## src/logic/cis_pkg.sv

```systemverilog
// constants shared by the channel interrupt summary block
package cis_pkg;
	localparam int         NUM_CH        = 14;
	localparam int         LO_CH         = 8;
	localparam int         HI_CH         = 6;
	localparam int         ADDR_W        = 8;
	localparam int         DATA_W        = 8;
	localparam int         CH_NIB_W      = 4;
	localparam int         SHAPE_IDX_W   = 3;
	localparam logic [7:0] OFF_SUM_LO    = 8'hea;
	localparam logic [7:0] OFF_SUM_HI    = 8'heb;
	localparam logic [7:0] OFF_MASK_LO   = 8'hf0;
	localparam logic [7:0] OFF_MASK_HI   = 8'hf1;
	localparam logic [7:0] OFF_ARB_ST_LO = 8'hf2;
	localparam logic [7:0] OFF_ARB_ST_HI = 8'hf3;
	localparam logic [7:0] OFF_ARB_SEL   = 8'hf4;
	localparam int         ARB_EN_BIT    = 0;
	localparam logic       ARB_EN_RST    = 1'b0;
	localparam logic [13:0] FLAG_RST     = 14'h0000;
	localparam logic [13:0] MASK_RST     = 14'h0000;
	localparam logic [13:0] ARB_RST      = 14'h0000;
	localparam logic [7:0] RDATA_IDLE    = 8'h00;
	localparam logic [1:0] HI_RSVD       = 2'h0;
	localparam logic [6:0] ARB_RSVD      = 7'h00;
	localparam logic [3:0] SHAPE_FIRST   = 4'h8;
	localparam logic [3:0] CH_NIB_LIMIT  = 4'he;
endpackage

```

## src/logic/cis_flag_if.sv

```systemverilog
// flag events, clears, mask and interrupt between the summary modules
`timescale 1ns/1ps
`default_nettype none
interface cis_flag_if;
	logic [cis_pkg::NUM_CH-1:0] evt;
	logic [cis_pkg::NUM_CH-1:0] flags;
	logic [cis_pkg::NUM_CH-1:0] mask;
	logic                       clr_lo;
	logic                       clr_hi;
	logic                       irq;
	modport bank (input evt, input clr_lo, input clr_hi, output flags);
	modport gate (input flags, input mask, output irq);
	modport top  (output evt, output clr_lo, output clr_hi, output mask,
		input flags, input irq);
endinterface
`default_nettype wire

```

## src/logic/cis_flag_bank.sv

```systemverilog
// sticky per-channel interrupt summary flags with clear on read
`timescale 1ns/1ps
`default_nettype none
module cis_flag_bank (
	input wire logic clk,
	input wire logic nrst,
	cis_flag_if.bank fif
);
	logic [cis_pkg::NUM_CH-1:0] flag_ff;
	logic [cis_pkg::NUM_CH-1:0] clr_vec;

	assign clr_vec = {{cis_pkg::HI_CH{fif.clr_hi}}, {cis_pkg::LO_CH{fif.clr_lo}}};

	genvar gi;
	generate
		for (gi = 0; gi < cis_pkg::NUM_CH; gi++) begin : g_flag
			// a new event in the clearing cycle still lands: set wins
			always_ff @(posedge clk or negedge nrst) begin
				if (!nrst) begin
					flag_ff[gi] <= cis_pkg::FLAG_RST[gi]; // [RQ7]
				end else begin
					flag_ff[gi] <= fif.evt[gi] | (flag_ff[gi] & ~clr_vec[gi]); // [RQ8]
				end
			end
		end
	endgenerate

	assign fif.flags = flag_ff;
endmodule
`default_nettype wire

```

## src/logic/cis_irq_gate.sv

```systemverilog
// masks the summary flags onto one level interrupt
`timescale 1ns/1ps
`default_nettype none
module cis_irq_gate (
	input wire logic clk,
	input wire logic nrst,
	cis_flag_if.gate fif
);
	logic irq_ff;

	always_ff @(posedge clk or negedge nrst) begin
		if (!nrst) begin
			irq_ff <= 1'b0;
		end else begin
			irq_ff <= |(fif.flags & fif.mask);
		end
	end

	assign fif.irq = irq_ff;
endmodule
`default_nettype wire

```

## src/logic/cis_top.sv

```systemverilog
// channel interrupt summary and global e1 arbitrary pulse control
//
// Chosen here: the strobed register port.
`timescale 1ns/1ps
`default_nettype none
// What this block does
// RQ1: summary low byte bit n is 1 when channel n (0..7) raised an interrupt.
// RQ2: summary high byte bits 0..5 report channels 8..13 the same way.
// RQ3: summary high byte bits 7 and 6 always read as zero.
// RQ4: enable bit set with e1 selected puts every channel in arbitrary pulse mode.
// RQ5: enable bit clear keeps the standard e1 pulse; enable resets to zero.
// RQ6: arbitrary shaping uses each channel's own registers at offsets n8 to nF.
// RQ7: all summary flags are zero after hardware reset.
// RQ8: reading a summary byte clears its flags; only new activity sets them again.
module cis_top (
	input  wire logic                               clk,
	input  wire logic                               nrst,
	input  wire logic [cis_pkg::ADDR_W-1:0]         addr,
	input  wire logic [cis_pkg::DATA_W-1:0]         wdata,
	input  wire logic                               wr,
	input  wire logic                               rd,
	output logic      [cis_pkg::DATA_W-1:0]         rdata,
	input  wire logic [cis_pkg::NUM_CH-1:0]         chan_irq,
	input  wire logic [cis_pkg::NUM_CH-1:0]         chan_e1,
	output logic      [cis_pkg::NUM_CH-1:0]         chan_arb,
	output logic                                    shape_wr,
	output logic      [cis_pkg::CH_NIB_W-1:0]       shape_ch,
	output logic      [cis_pkg::SHAPE_IDX_W-1:0]    shape_idx,
	output logic      [cis_pkg::DATA_W-1:0]         shape_data,
	output logic                                    irq
);
	cis_flag_if fif ();

	logic                              arb_en_ff;
	logic [cis_pkg::NUM_CH-1:0]        mask_ff;
	logic [cis_pkg::NUM_CH-1:0]        chan_irq_d_ff;
	logic [cis_pkg::NUM_CH-1:0]        chan_arb_ff;
	logic [cis_pkg::DATA_W-1:0]        rdata_ff;
	logic [cis_pkg::DATA_W-1:0]        nxt_rdata;
	logic                              shape_wr_ff;
	logic [cis_pkg::CH_NIB_W-1:0]      shape_ch_ff;
	logic [cis_pkg::SHAPE_IDX_W-1:0]   shape_idx_ff;
	logic [cis_pkg::DATA_W-1:0]        shape_data_ff;
	logic                              rd_sum_lo;
	logic                              rd_sum_hi;
	logic                              shape_hit;

	function automatic logic reg_hit(input logic [cis_pkg::ADDR_W-1:0] a,
		input logic [cis_pkg::ADDR_W-1:0] off);
		reg_hit = (a == off);
	endfunction

	function automatic logic [cis_pkg::DATA_W-1:0] hi_byte(
		input logic [cis_pkg::NUM_CH-1:0] v);
		hi_byte = {cis_pkg::HI_RSVD, v[cis_pkg::NUM_CH-1:cis_pkg::LO_CH]};
	endfunction

	function automatic logic [cis_pkg::DATA_W-1:0] lo_byte(
		input logic [cis_pkg::NUM_CH-1:0] v);
		lo_byte = v[cis_pkg::LO_CH-1:0];
	endfunction

	// channel number sits in the upper nibble of a shaping address
	function automatic logic [cis_pkg::CH_NIB_W-1:0] chan_nib(
		input logic [cis_pkg::ADDR_W-1:0] a);
		chan_nib = a[cis_pkg::ADDR_W-1 -: cis_pkg::CH_NIB_W];
	endfunction

	// lower nibble picks the register slot inside one channel
	function automatic logic [cis_pkg::CH_NIB_W-1:0] slot_nib(
		input logic [cis_pkg::ADDR_W-1:0] a);
		slot_nib = a[cis_pkg::CH_NIB_W-1:0];
	endfunction

	// edge detect: a level held high by a channel counts once, so a read
	// really clears the flag until the channel shows fresh activity
	always_ff @(posedge clk or negedge nrst) begin
		if (!nrst) begin
			chan_irq_d_ff <= cis_pkg::FLAG_RST;
		end else begin
			chan_irq_d_ff <= chan_irq;
		end
	end

	assign fif.evt = chan_irq & ~chan_irq_d_ff; // [RQ8]

	assign rd_sum_lo  = rd & reg_hit(addr, cis_pkg::OFF_SUM_LO);
	assign rd_sum_hi  = rd & reg_hit(addr, cis_pkg::OFF_SUM_HI);
	assign fif.clr_lo = rd_sum_lo; // [RQ8]
	assign fif.clr_hi = rd_sum_hi; // [RQ8]
	assign fif.mask   = mask_ff;

	cis_flag_bank u_bank (
		.clk  (clk),
		.nrst (nrst),
		.fif  (fif.bank)
	);

	cis_irq_gate u_gate (
		.clk  (clk),
		.nrst (nrst),
		.fif  (fif.gate)
	);

	assign irq = fif.irq;

	// global arbitrary pulse enable
	always_ff @(posedge clk or negedge nrst) begin
		if (!nrst) begin
			arb_en_ff <= cis_pkg::ARB_EN_RST; // [RQ5]
		end else if (wr && reg_hit(addr, cis_pkg::OFF_ARB_SEL)) begin
			arb_en_ff <= wdata[cis_pkg::ARB_EN_BIT];
		end
	end

	// interrupt mask, same layout as the two summary bytes
	always_ff @(posedge clk or negedge nrst) begin
		if (!nrst) begin
			mask_ff <= cis_pkg::MASK_RST;
		end else if (wr && reg_hit(addr, cis_pkg::OFF_MASK_LO)) begin
			mask_ff[cis_pkg::LO_CH-1:0] <= wdata;
		end else if (wr && reg_hit(addr, cis_pkg::OFF_MASK_HI)) begin
			mask_ff[cis_pkg::NUM_CH-1:cis_pkg::LO_CH] <= wdata[cis_pkg::HI_CH-1:0];
		end
	end

	// per-channel pulse mode: arbitrary only where the channel runs e1
	always_ff @(posedge clk or negedge nrst) begin
		if (!nrst) begin
			chan_arb_ff <= cis_pkg::ARB_RST;
		end else begin
			chan_arb_ff <= {cis_pkg::NUM_CH{arb_en_ff}} & chan_e1; // [RQ4] [RQ5]
		end
	end

	assign chan_arb = chan_arb_ff;

	// writes to n8..nF are passed to channel n; the shaping registers live
	// in the channel, which consults its chan_arb bit to use them
	assign shape_hit = wr && (slot_nib(addr) >= cis_pkg::SHAPE_FIRST)
		&& (chan_nib(addr) < cis_pkg::CH_NIB_LIMIT); // [RQ6]

	always_ff @(posedge clk or negedge nrst) begin
		if (!nrst) begin
			shape_wr_ff <= 1'b0;
		end else begin
			shape_wr_ff <= shape_hit; // [RQ6]
		end
	end

	always_ff @(posedge clk or negedge nrst) begin
		if (!nrst) begin
			shape_ch_ff   <= '0;
			shape_idx_ff  <= '0;
			shape_data_ff <= '0;
		end else if (shape_hit) begin
			shape_ch_ff   <= chan_nib(addr);
			shape_idx_ff  <= addr[cis_pkg::SHAPE_IDX_W-1:0];
			shape_data_ff <= wdata;
		end
	end

	assign shape_wr   = shape_wr_ff;
	assign shape_ch   = shape_ch_ff;
	assign shape_idx  = shape_idx_ff;
	assign shape_data = shape_data_ff;

	// read decode; unmapped addresses answer zero
	always_comb begin
		nxt_rdata = cis_pkg::RDATA_IDLE;
		case (addr)
			cis_pkg::OFF_SUM_LO: begin
				nxt_rdata = lo_byte(fif.flags); // [RQ1]
			end
			cis_pkg::OFF_SUM_HI: begin
				nxt_rdata = hi_byte(fif.flags); // [RQ2] [RQ3]
			end
			cis_pkg::OFF_MASK_LO: begin
				nxt_rdata = lo_byte(mask_ff);
			end
			cis_pkg::OFF_MASK_HI: begin
				nxt_rdata = hi_byte(mask_ff);
			end
			cis_pkg::OFF_ARB_ST_LO: begin
				nxt_rdata = lo_byte(chan_arb_ff);
			end
			cis_pkg::OFF_ARB_ST_HI: begin
				nxt_rdata = hi_byte(chan_arb_ff);
			end
			cis_pkg::OFF_ARB_SEL: begin
				nxt_rdata = {cis_pkg::ARB_RSVD, arb_en_ff};
			end
			default: begin
				nxt_rdata = cis_pkg::RDATA_IDLE;
			end
		endcase
	end

	// read data stands only in the cycle after the strobe
	always_ff @(posedge clk or negedge nrst) begin
		if (!nrst) begin
			rdata_ff <= cis_pkg::RDATA_IDLE;
		end else if (rd) begin
			rdata_ff <= nxt_rdata;
		end else begin
			rdata_ff <= cis_pkg::RDATA_IDLE;
		end
	end

	assign rdata = rdata_ff;

	a_low_read_data: assert property (@(posedge clk) disable iff (!nrst) // [RQ1]
		rd_sum_lo |=> rdata == $past(fif.flags[7:0]))
		else $error("low summary read does not show channels 0 to 7");

	a_high_read_data: assert property (@(posedge clk) disable iff (!nrst) // [RQ2]
		rd_sum_hi |=> rdata[5:0] == $past(fif.flags[13:8]))
		else $error("high summary read does not show channels 8 to 13");

	a_high_reserved_zero: assert property (@(posedge clk) disable iff (!nrst) // [RQ3]
		rd_sum_hi |=> rdata[7:6] == 2'h0)
		else $error("unused high summary bits read nonzero");

	a_arb_mode_all: assert property (@(posedge clk) disable iff (!nrst) // [RQ4]
		(arb_en_ff && chan_e1 == 14'h3fff) |=> chan_arb == 14'h3fff)
		else $error("enable with e1 did not place all channels in arbitrary mode");

	a_arb_off_normal: assert property (@(posedge clk) disable iff (!nrst) // [RQ5]
		!arb_en_ff |=> chan_arb == 14'h0000)
		else $error("arbitrary mode active while enable is clear");

	a_arb_en_write: assert property (@(posedge clk) disable iff (!nrst) // [RQ5]
		(wr && addr == 8'hf4) |=> arb_en_ff == $past(wdata[0]) ##1
		chan_arb == ({14{$past(arb_en_ff)}} & $past(chan_e1)))
		else $error("enable write did not reach the channel modes in two cycles");

	a_shape_forward: assert property (@(posedge clk) disable iff (!nrst) // [RQ6]
		(wr && addr[3:0] >= 4'h8 && addr[7:4] < 4'he) |=>
		shape_wr && shape_ch == $past(addr[7:4]) && shape_data == $past(wdata))
		else $error("shaping register write not forwarded to its channel");

	a_shape_ignore_global: assert property (@(posedge clk) disable iff (!nrst) // [RQ6]
		(wr && addr[7:4] >= 4'he) |=> !shape_wr)
		else $error("global register write forwarded as a shaping write");

	a_flag_read_clear: assert property (@(posedge clk) disable iff (!nrst) // [RQ8]
		rd_sum_lo |=> fif.flags[7:0] == $past(fif.evt[7:0]))
		else $error("low summary flags not cleared by read");

	a_flag_set_wins: assert property (@(posedge clk) disable iff (!nrst) // [RQ8]
		(rd_sum_hi && fif.evt[13]) |=> fif.flags[13])
		else $error("event in clearing cycle was lost");

	a_flag_no_spurious: assert property (@(posedge clk) disable iff (!nrst) // [RQ8]
		(!fif.flags[0] && !fif.evt[0]) |=> !fif.flags[0])
		else $error("flag set without new channel activity");

	a_level_sets_once: assert property (@(posedge clk) disable iff (!nrst) // [RQ8]
		(chan_irq[3] && $past(chan_irq[3]) && rd_sum_lo) |=> !fif.flags[3])
		else $error("steady channel level re-armed a cleared flag");

	a_irq_follows: assert property (@(posedge clk) disable iff (!nrst)
		(|(fif.flags & mask_ff)) |=> irq)
		else $error("interrupt output missing for unmasked flag");

	a_rdata_idle: assert property (@(posedge clk) disable iff (!nrst)
		!rd |=> rdata == 8'h00)
		else $error("read data held outside the answer cycle");

	// reset checks run without disable so that the reset state itself is watched
	a_flags_reset_zero: assert property (@(posedge clk) // [RQ7]
		!nrst |=> fif.flags == cis_pkg::FLAG_RST)
		else $error("summary flags not zero after reset");

	a_outputs_reset_idle: assert property (@(posedge clk) // [RQ5]
		!nrst |=> rdata == cis_pkg::RDATA_IDLE && chan_arb == cis_pkg::ARB_RST && !irq && !shape_wr)
		else $error("outputs not idle after reset");

	a_arb_en_reset: assert property (@(posedge clk) // [RQ5]
		!nrst |=> arb_en_ff == cis_pkg::ARB_EN_RST)
		else $error("arbitrary enable not clear after reset");

	a_rise_sets_flag: assert property (@(posedge clk) disable iff (!nrst) // [RQ1] [RQ2]
		((chan_irq & ~$past(chan_irq)) != cis_pkg::FLAG_RST) |=>
		(fif.flags & ($past(chan_irq) & ~$past(chan_irq, 2))) == ($past(chan_irq) & ~$past(chan_irq, 2)))
		else $error("channel activity did not set its summary flag");

	a_irq_masked_quiet: assert property (@(posedge clk) disable iff (!nrst)
		!(|(fif.flags & mask_ff)) |=> !irq)
		else $error("interrupt output high with no unmasked flag");

	a_mask_write_low: assert property (@(posedge clk) disable iff (!nrst)
		(wr && addr == cis_pkg::OFF_MASK_LO) |=> mask_ff[cis_pkg::LO_CH-1:0] == $past(wdata))
		else $error("low mask write not taken");

	a_mask_write_high: assert property (@(posedge clk) disable iff (!nrst)
		(wr && addr == cis_pkg::OFF_MASK_HI) |=> mask_ff[13:8] == $past(wdata[5:0]))
		else $error("high mask write not taken");

	a_shape_index_fwd: assert property (@(posedge clk) disable iff (!nrst) // [RQ6]
		(wr && addr[3:0] >= 4'h8 && addr[7:4] < 4'he) |=> shape_idx == $past(addr[2:0]))
		else $error("shaping write forwarded with wrong register index");

	a_shape_needs_write: assert property (@(posedge clk) disable iff (!nrst) // [RQ6]
		!wr |=> !shape_wr)
		else $error("shaping strobe without a write");

	a_shape_fields_hold: assert property (@(posedge clk) disable iff (!nrst) // [RQ6]
		!wr |=> $stable(shape_ch) && $stable(shape_idx) && $stable(shape_data))
		else $error("shaping fields changed without a shaping write");

	a_high_read_clear: assert property (@(posedge clk) disable iff (!nrst) // [RQ8]
		rd_sum_hi |=> fif.flags[13:8] == $past(fif.evt[13:8]))
		else $error("high summary flags not cleared by read");

	// a flag may only drop through a read of its own byte
	a_flags_keep_unread: assert property (@(posedge clk) disable iff (!nrst) // [RQ8]
		!(rd && (addr == 8'hea || addr == 8'heb)) |=>
		(fif.flags & $past(fif.flags)) == $past(fif.flags))
		else $error("summary flag dropped without a read");

	a_arb_sel_read: assert property (@(posedge clk) disable iff (!nrst) // [RQ4] [RQ5]
		(rd && addr == 8'hf4) |=> rdata == {7'h00, $past(arb_en_ff)})
		else $error("enable register read back wrong");

	a_arb_per_chan: assert property (@(posedge clk) disable iff (!nrst) // [RQ4]
		arb_en_ff |=> chan_arb == $past(chan_e1))
		else $error("arbitrary mode does not follow the e1 channels");

	a_arb_status_read: assert property (@(posedge clk) disable iff (!nrst) // [RQ4]
		(rd && addr == 8'hf2) |=> rdata == $past(chan_arb[7:0]))
		else $error("pulse mode status read back wrong");

	a_mask_read_low: assert property (@(posedge clk) disable iff (!nrst)
		(rd && addr == 8'hf0) |=> rdata == $past(mask_ff[7:0]))
		else $error("low mask read back wrong");

	a_mask_read_high: assert property (@(posedge clk) disable iff (!nrst)
		(rd && addr == 8'hf1) |=> rdata == {2'h0, $past(mask_ff[13:8])})
		else $error("high mask read back wrong");
endmodule
`default_nettype wire

```

## config.mk

```make
export PLATFORM = sky130hd
export DESIGN_NAME = cis_top
export DESIGN_NICKNAME = d
export VERILOG_FILES = /design/src/logic/cis_pkg.sv /design/src/logic/cis_flag_if.sv /design/src/logic/cis_flag_bank.sv /design/src/logic/cis_irq_gate.sv /design/src/logic/cis_top.sv
export SDC_FILE = /design/constraint.sdc
export NUM_CORES = 1
export LEC_CHECK = 0
export ABC_AREA = 1
export ABC_CLOCK_PERIOD_IN_PS = 800
export BUFFER_PORTS_ARGS = -buffer_cell sky130_fd_sc_hd__buf_2
export CAP_MARGIN = 10
export CORE_MARGIN = 4
export CORE_UTILIZATION = 47
export CTS_BUF_LIST = sky130_fd_sc_hd__clkbuf_16
export DETAILED_ROUTE_END_ITERATION = 8
export PLACE_DENSITY_LB_ADDON = 0.15
export SLEW_MARGIN = 15
export SYNTH_ARGS = -nofsm -noshare
export SYNTH_HDL_FRONTEND = slang
export SYNTH_SLANG_ARGS = --single-unit
```

## constraint.sdc

```tcl
create_clock -name clk -period 0.8 [get_ports clk]
set_input_delay 0.04 -clock clk [delete_from_list [all_inputs] [get_ports clk]]
set_output_delay 0.04 -clock clk [all_outputs]
set_load 0.03 [all_outputs]
```

==> results of run 1 <==
[Yosys cell counts, drive strengths merged]
master / instances / area (um2)
buf: 5 / 40.0
inv: 52 / 195
a221oi: 2 / 17.5
o21ai: 38 / 190
nand3: 52 / 260
o31ai: 1 / 7.51
o22ai: 7 / 43.8
dfrtp: 82 / 2050
nor2: 25 / 134
nor3: 1 / 5.00
clkbuf: 6 / 22.5
o21a: 1 / 7.51
nand2: 104 / 400
a21oi: 1 / 5.00
[through the flow]
step           TNS (ns)  total power [W]  setup slack [ns]
6_report          -6.82           0.0106            -0.248
5_1_grt           -8.96           0.0110            -0.268
4_1_cts           -6.69           0.0105            -0.237
3_5_place_dp     -12.54          0.00578            -0.324
3_3_place_gp     -11.85          0.00576            -0.333
2_1_floorplan    -0.928          0.00515           -0.0731
[per-layer routing]
layer,part of all wire,global-route usage
met2,0.53,0.450
met3,0.062,0.0601
met1,0.38,0.312
met4,0.028,0.0879
met5,0,0
[flip-flops by register name (all words and copies together) (netlist names)]
register,flops
shape_ch,4
u_bank.fif.flags,14
arb_en_ff,1
shape_data,8
shape_idx,3
chan_irq_d_ff,14
shape_wr,1
chan_arb,14
u_gate.fif.irq,1
fif.mask,14
rdata,8
[cell type report]
cell class	count	area, um2	area share
Sequential cell	82	2070	0.356
Timing Repair Buffer	196	1760	0.303
Multi-Input combinational cell	232	1340	0.231
Clock buffer	9	225	0.0387
Inverter	52	206	0.0355
Tap cell	96	120	0.0207
Clock inverter	7	85.1	0.0146
Timing Repair inverter	1	5.00	0.000861
[repair_timing]
item / 4_1_cts / 5_1_grt
gates resized for setup: 107 / 47
hold buffers: 37 / 0
setup endpoints to repair: 58 / 86
setup buffers: 14 / 10
pin swaps: 18 / 19
endpoints found under the hold margin: 143 / 0
cloned: 0 / 1
[power by group through the flow]
stage	clock (W)	combinational [W]	sequential [W]
floorplan	0	0.000339	0.00481
global placement	0	0.00121	0.00455
detailed placement	0	0.00123	0.00456
CTS	0.00438	0.00160	0.00451
global route	0.00458	0.00189	0.00456
finish	0.00434	0.00177	0.00454
[critical path: stages (launching register included)]
cell     delay (ns)
dfrtp_2        0.42
buf_6          0.12
buf_6          0.13
[worst max path at each step]
| stage | from | to | depth (start not counted) |
|---|---|---|---|
| 3_3_place_gp | addr[5] | rdata[0] | 8 |
| 4_1_cts | chan_arb[3] | chan_arb[3] | 2 |
| 3_5_place_dp | addr[4] | rdata[2] | 10 |
| 6_report | chan_arb[1] | chan_arb[1] | 2 |
| 2_1_floorplan | addr[4] | arb_en_ff | 7 |
| 5_1_grt | chan_arb[1] | chan_arb[1] | 2 |
[kinds of logic (layout without fill, tap and decap cells)]
kind of cell,count (synthesis),after routing,synth area share
simple gates,182,182,0.236
flops,82,82,0.607
compound gates,50,50,0.0803
buf+inv,63,265,0.0762
==> flow_summary.ini, run 1 <==
[status]
status = finished with violations
violations = negative setup slack

[clock_tree]
path_clk_slew_ns = 0.06
cts_root_buf = clkbuf_16
cts_tree = yes
insertion_delay_ns = 0.34
cts_buffers = 9
cts.path.max_buffers = 2
cts_max_level = 3
numClockSinks = 82

[cells_and_area]
area_growth_pct = 72.0
post-route-cell-area_um2 = 5820
layout_common_cells = nand2_1 (88), dfrtp_1 (67), buf_6 (60), buf_2 (46), buf_4 (46)
post-route-util = 0.842
final_common_cell = nand2_1
nets = 622
fin_cells = 675
diodes = 0
fill_cells = 383
drive_above_1_share = 0.447

[setup_path]
cp-start-kind = flop
crit_type = flop to output pin
r2r_start = u_bank.fif.flags[5]
timing.rr.end = u_gate.fif.irq
worstRegToRegCells = 4
crit_arrival_ns = 1.01
reg2reg_slack_ns = -0.22
end_kind = output pin
path_max_fanout = 2
cp.required_ns = 0.76

[drt]
post-route-drc-count = 0
drtIter0Drc = 301
viasPerCell = 5.11
ant_nets = 0
wl_mm = 11.3
post_drt_wl_per_cell_um = 16.7
first_pass_iters = 5
num_vias = 3450

[pwr]
powerDensity_nw_per_um2 = 1830
internal-power_w = 0.00793
p_sw_w = 0.00272
p_seq_frac = 0.426
combPwrFrac = 0.167
clkPwrFrac = 0.407
swShare = 0.256
ir_drop_v = 0.00127
p_leak_nw = 3.04

[grt]
antenna_found_initial = 0
grt_max_degree = 24
grt_usage = 0.258
overflow = 0
grt_pass1_vias = 3485
grt_pass1_wl_mm = 17.1

[floorplan]
std_cell_rows = 30
fp.dieH_um = 92.8
core_area_um2 = 6910
fp.dieArea_um2 = 8610
fp.dieW_um = 92.8
start_util = 0.489
pin_count = 87

[sta]
final.setup.worst_slack_ns = -0.248
whs_ns = 0.00641
finalCritPeriodShare = 1.31
worst_pin_slew_ns = 0.550
rsz0062_at_grt = true
report.final.slew_viol_count = 0
fin_crit_ns = 1.05
max_freq_ghz = 0.955
setup_viol = 59
skew_ns = 0.00546
hold_viol = 0
slew_headroom = 0.633

[synthesis]
ys_ff_latch = 82
yosys_warnings = 0
syn_inst = 377
avgSynthCellArea_um2 = 8.97
syn_nets = 425
ys_seq_area_frac = 0.607
yosysUniqueCellTypes = 21
synth.cell_area_um2 = 3380

[placed_design]
dpl_cell_area_um2 = 4480
dpl.hpwl_mm = 6.77
globalplace.congestion = 0.855
numPortBuffers = 86
place_inst = 599

[hold_path]
hp-start = rd
whs_path_depth = 4
min_to = rdata[7]
hp-class = input port to flop

[run]
maxCapViolations = 0
No activity file was read; power rests on OpenSTA's default activity.
==> run 2, diff against run 1 <==
--- a/config.mk
+++ b/config.mk
@@ -14,6 +14,7 @@
 export CTS_BUF_LIST = sky130_fd_sc_hd__clkbuf_16
 export DETAILED_ROUTE_END_ITERATION = 8
 export PLACE_DENSITY_LB_ADDON = 0.15
+export SKIP_LAST_GASP = 1
 export SLEW_MARGIN = 15
 export SYNTH_ARGS = -nofsm -noshare
 export SYNTH_HDL_FRONTEND = slang
==> run 2 against run 1 <==
Effect of this change: the flow still finishes with violations (negative setup slack); total power fell by 0.28%; clock power about the same; clock skew is 0.0011 ns higher; wire length is 1.0% lower; register-to-register slack about the same; sequential share of layout area hardly changed; worst setup slack got worse by 0.0032 ns; sequential cell count stayed put; combinational power barely moved; final cell count up 0.15%; hold slack improved by 0.00069 ns; critical path depth unchanged.
==> flow_summary.ini, run 2 (synthesized netlist as in run 1, its figures left out) <==
[setup_path]
timing.rr.end = u_gate.fif.irq
worstRegToRegCells = 4
r2r_start = fif.mask[1]
end_kind = output pin
cp-start-kind = flop
cp.required_ns = 0.76
path_max_fanout = 2
crit_start = chan_arb[1]
crit_arrival_ns = 1.01
reg2reg_slack_ns = -0.21
crit_type = flop to output pin

[placed_design]
dp_slack_ns = -0.324
place_inst = 599
dpl.hpwl_mm = 6.77
dpl_cell_area_um2 = 4480
globalplace.congestion = 0.855
numPortBuffers = 86

[floorplan]
core_area_um2 = 6910
fp.dieArea_um2 = 8610
pin_count = 87
std_cell_rows = 30
fp.dieH_um = 92.8
start_util = 0.489
fp.dieW_um = 92.8

[cells_and_area]
post-route-cell-area_um2 = 5820
area_growth_pct = 72.1
drive_above_1_share = 0.445
diodes = 0
fin_cells = 676
post-route-util = 0.842
fill_cells = 393
layout_common_cells = nand2_1 (88), dfrtp_1 (67), buf_6 (59), buf_4 (48)
final_common_cell = nand2_1
nets = 623

[status]
status = finished with violations
violations = negative setup slack

[sta]
fin_crit_ns = 1.05
finalCritPeriodShare = 1.31
setup_viol = 59
rsz0062_at_grt = true
report.final.slew_viol_count = 0
max_freq_ghz = 0.952
fin_setup_tns_ns = -6.73
slew_headroom = 0.662
hold_viol = 0
final.setup.worst_slack_ns = -0.251
skew_ns = 0.00656
worst_pin_slew_ns = 0.506

[hold_path]
hp-start = rd
whs_path_depth = 4
min_to = rdata[7]
hp-class = input port to flop

[clock_tree]
cts_max_level = 3
numClockSinks = 82
cts.path.max_buffers = 2
cts_buffers = 9
insertion_delay_ns = 0.33
cts_root_buf = clkbuf_16
cts_tree = yes
path_clk_slew_ns = 0.06

[grt]
antenna_found_initial = 0
grt_max_degree = 24
grt_pass1_vias = 3491
grt_pass1_wl_mm = 17.0
overflow = 0
grt_usage = 0.257

[drt]
wl_mm = 11.2
drtIter0Drc = 278
viasPerCell = 5.10
first_pass_iters = 6
num_vias = 3446
ant_nets = 0
post_drt_wl_per_cell_um = 16.5
post-route-drc-count = 0

[run]
maxCapViolations = 0

[pwr]
powerDensity_nw_per_um2 = 1830
p_leak_nw = 3.05
ir_drop_v = 0.00127
==> run 2: cell count changes in the layout (fill, tap and decap cells not counted), sizes merged <==
cell,change
buf,+1
==> run 2: worst max path at each step <==
stage                        end  slack (ns)  cells past startpoint
floorplan              arb_en_ff       -0.07                      7
global placement        rdata[0]       -0.33                      8
detailed placement      rdata[2]       -0.32                     10
CTS                  chan_arb[3]       -0.24                      2
global route        chan_arb[12]       -0.26                      2
finish               chan_arb[1]       -0.25                      2
==> run 2: critical path, cell delays in order, from the launching register on <==
cell and delay, ns:
dfrtp_2 0.43, buf_6 0.12, buf_6 0.13
==> run 2: power by group <==
part	total (W)	internal, W	switching (W)
Sequential	0.00453	0.00437	0.000163
Combinational	0.00175	0.000849	0.000900
Clock	0.00434	0.00270	0.00164
Total	0.0106	0.00792	0.00270
==> run 2: metrics by stage <==
step	hold WS, ns	total power (W)
after floorplan	-0.256	0.00515
after global placement	-0.0585	0.00576
after detailed placement	-0.0571	0.00578
after CTS	0.00110	0.0105
after global routing	0.0167	0.0110
final	0.00710	0.0106
==> run 2: layer usage <==
layer  vias to the layer above  GRT usage  routed length (um)
met1                      1649      0.309                4260
met4                         0     0.0940                 337
li1                       1601          -                   -
met5                         -          0                   0
met2                       163      0.447                5830
met3                        33     0.0626                 748
==> run 2: area by class of cell <==
| cell class | instances | area (um2) | area share |
|---|---|---|---|
| flip-flops and latches | 82 | 2070 | 0.356 |
| repair buffers | 197 | 1770 | 0.304 |
| multi-input cells | 232 | 1340 | 0.230 |
| clock buffers | 9 | 225 | 0.0387 |
| inverters | 52 | 206 | 0.0355 |
| well taps | 96 | 120 | 0.0206 |
| clock inverters | 7 | 85.1 | 0.0146 |
| repair inverters | 1 | 5.00 | 0.000860 |
==> run 2: repair_timing <==
item | CTS | global route
buffers inserted | 14 | 11
hold endpoints to repair | 143 | 0
resized for setup | 103 | 42
pin swaps | 15 | 19
endpoints found under the setup margin | 58 | 90
cloned | 0 | 1
hold buffers | 37 | 0
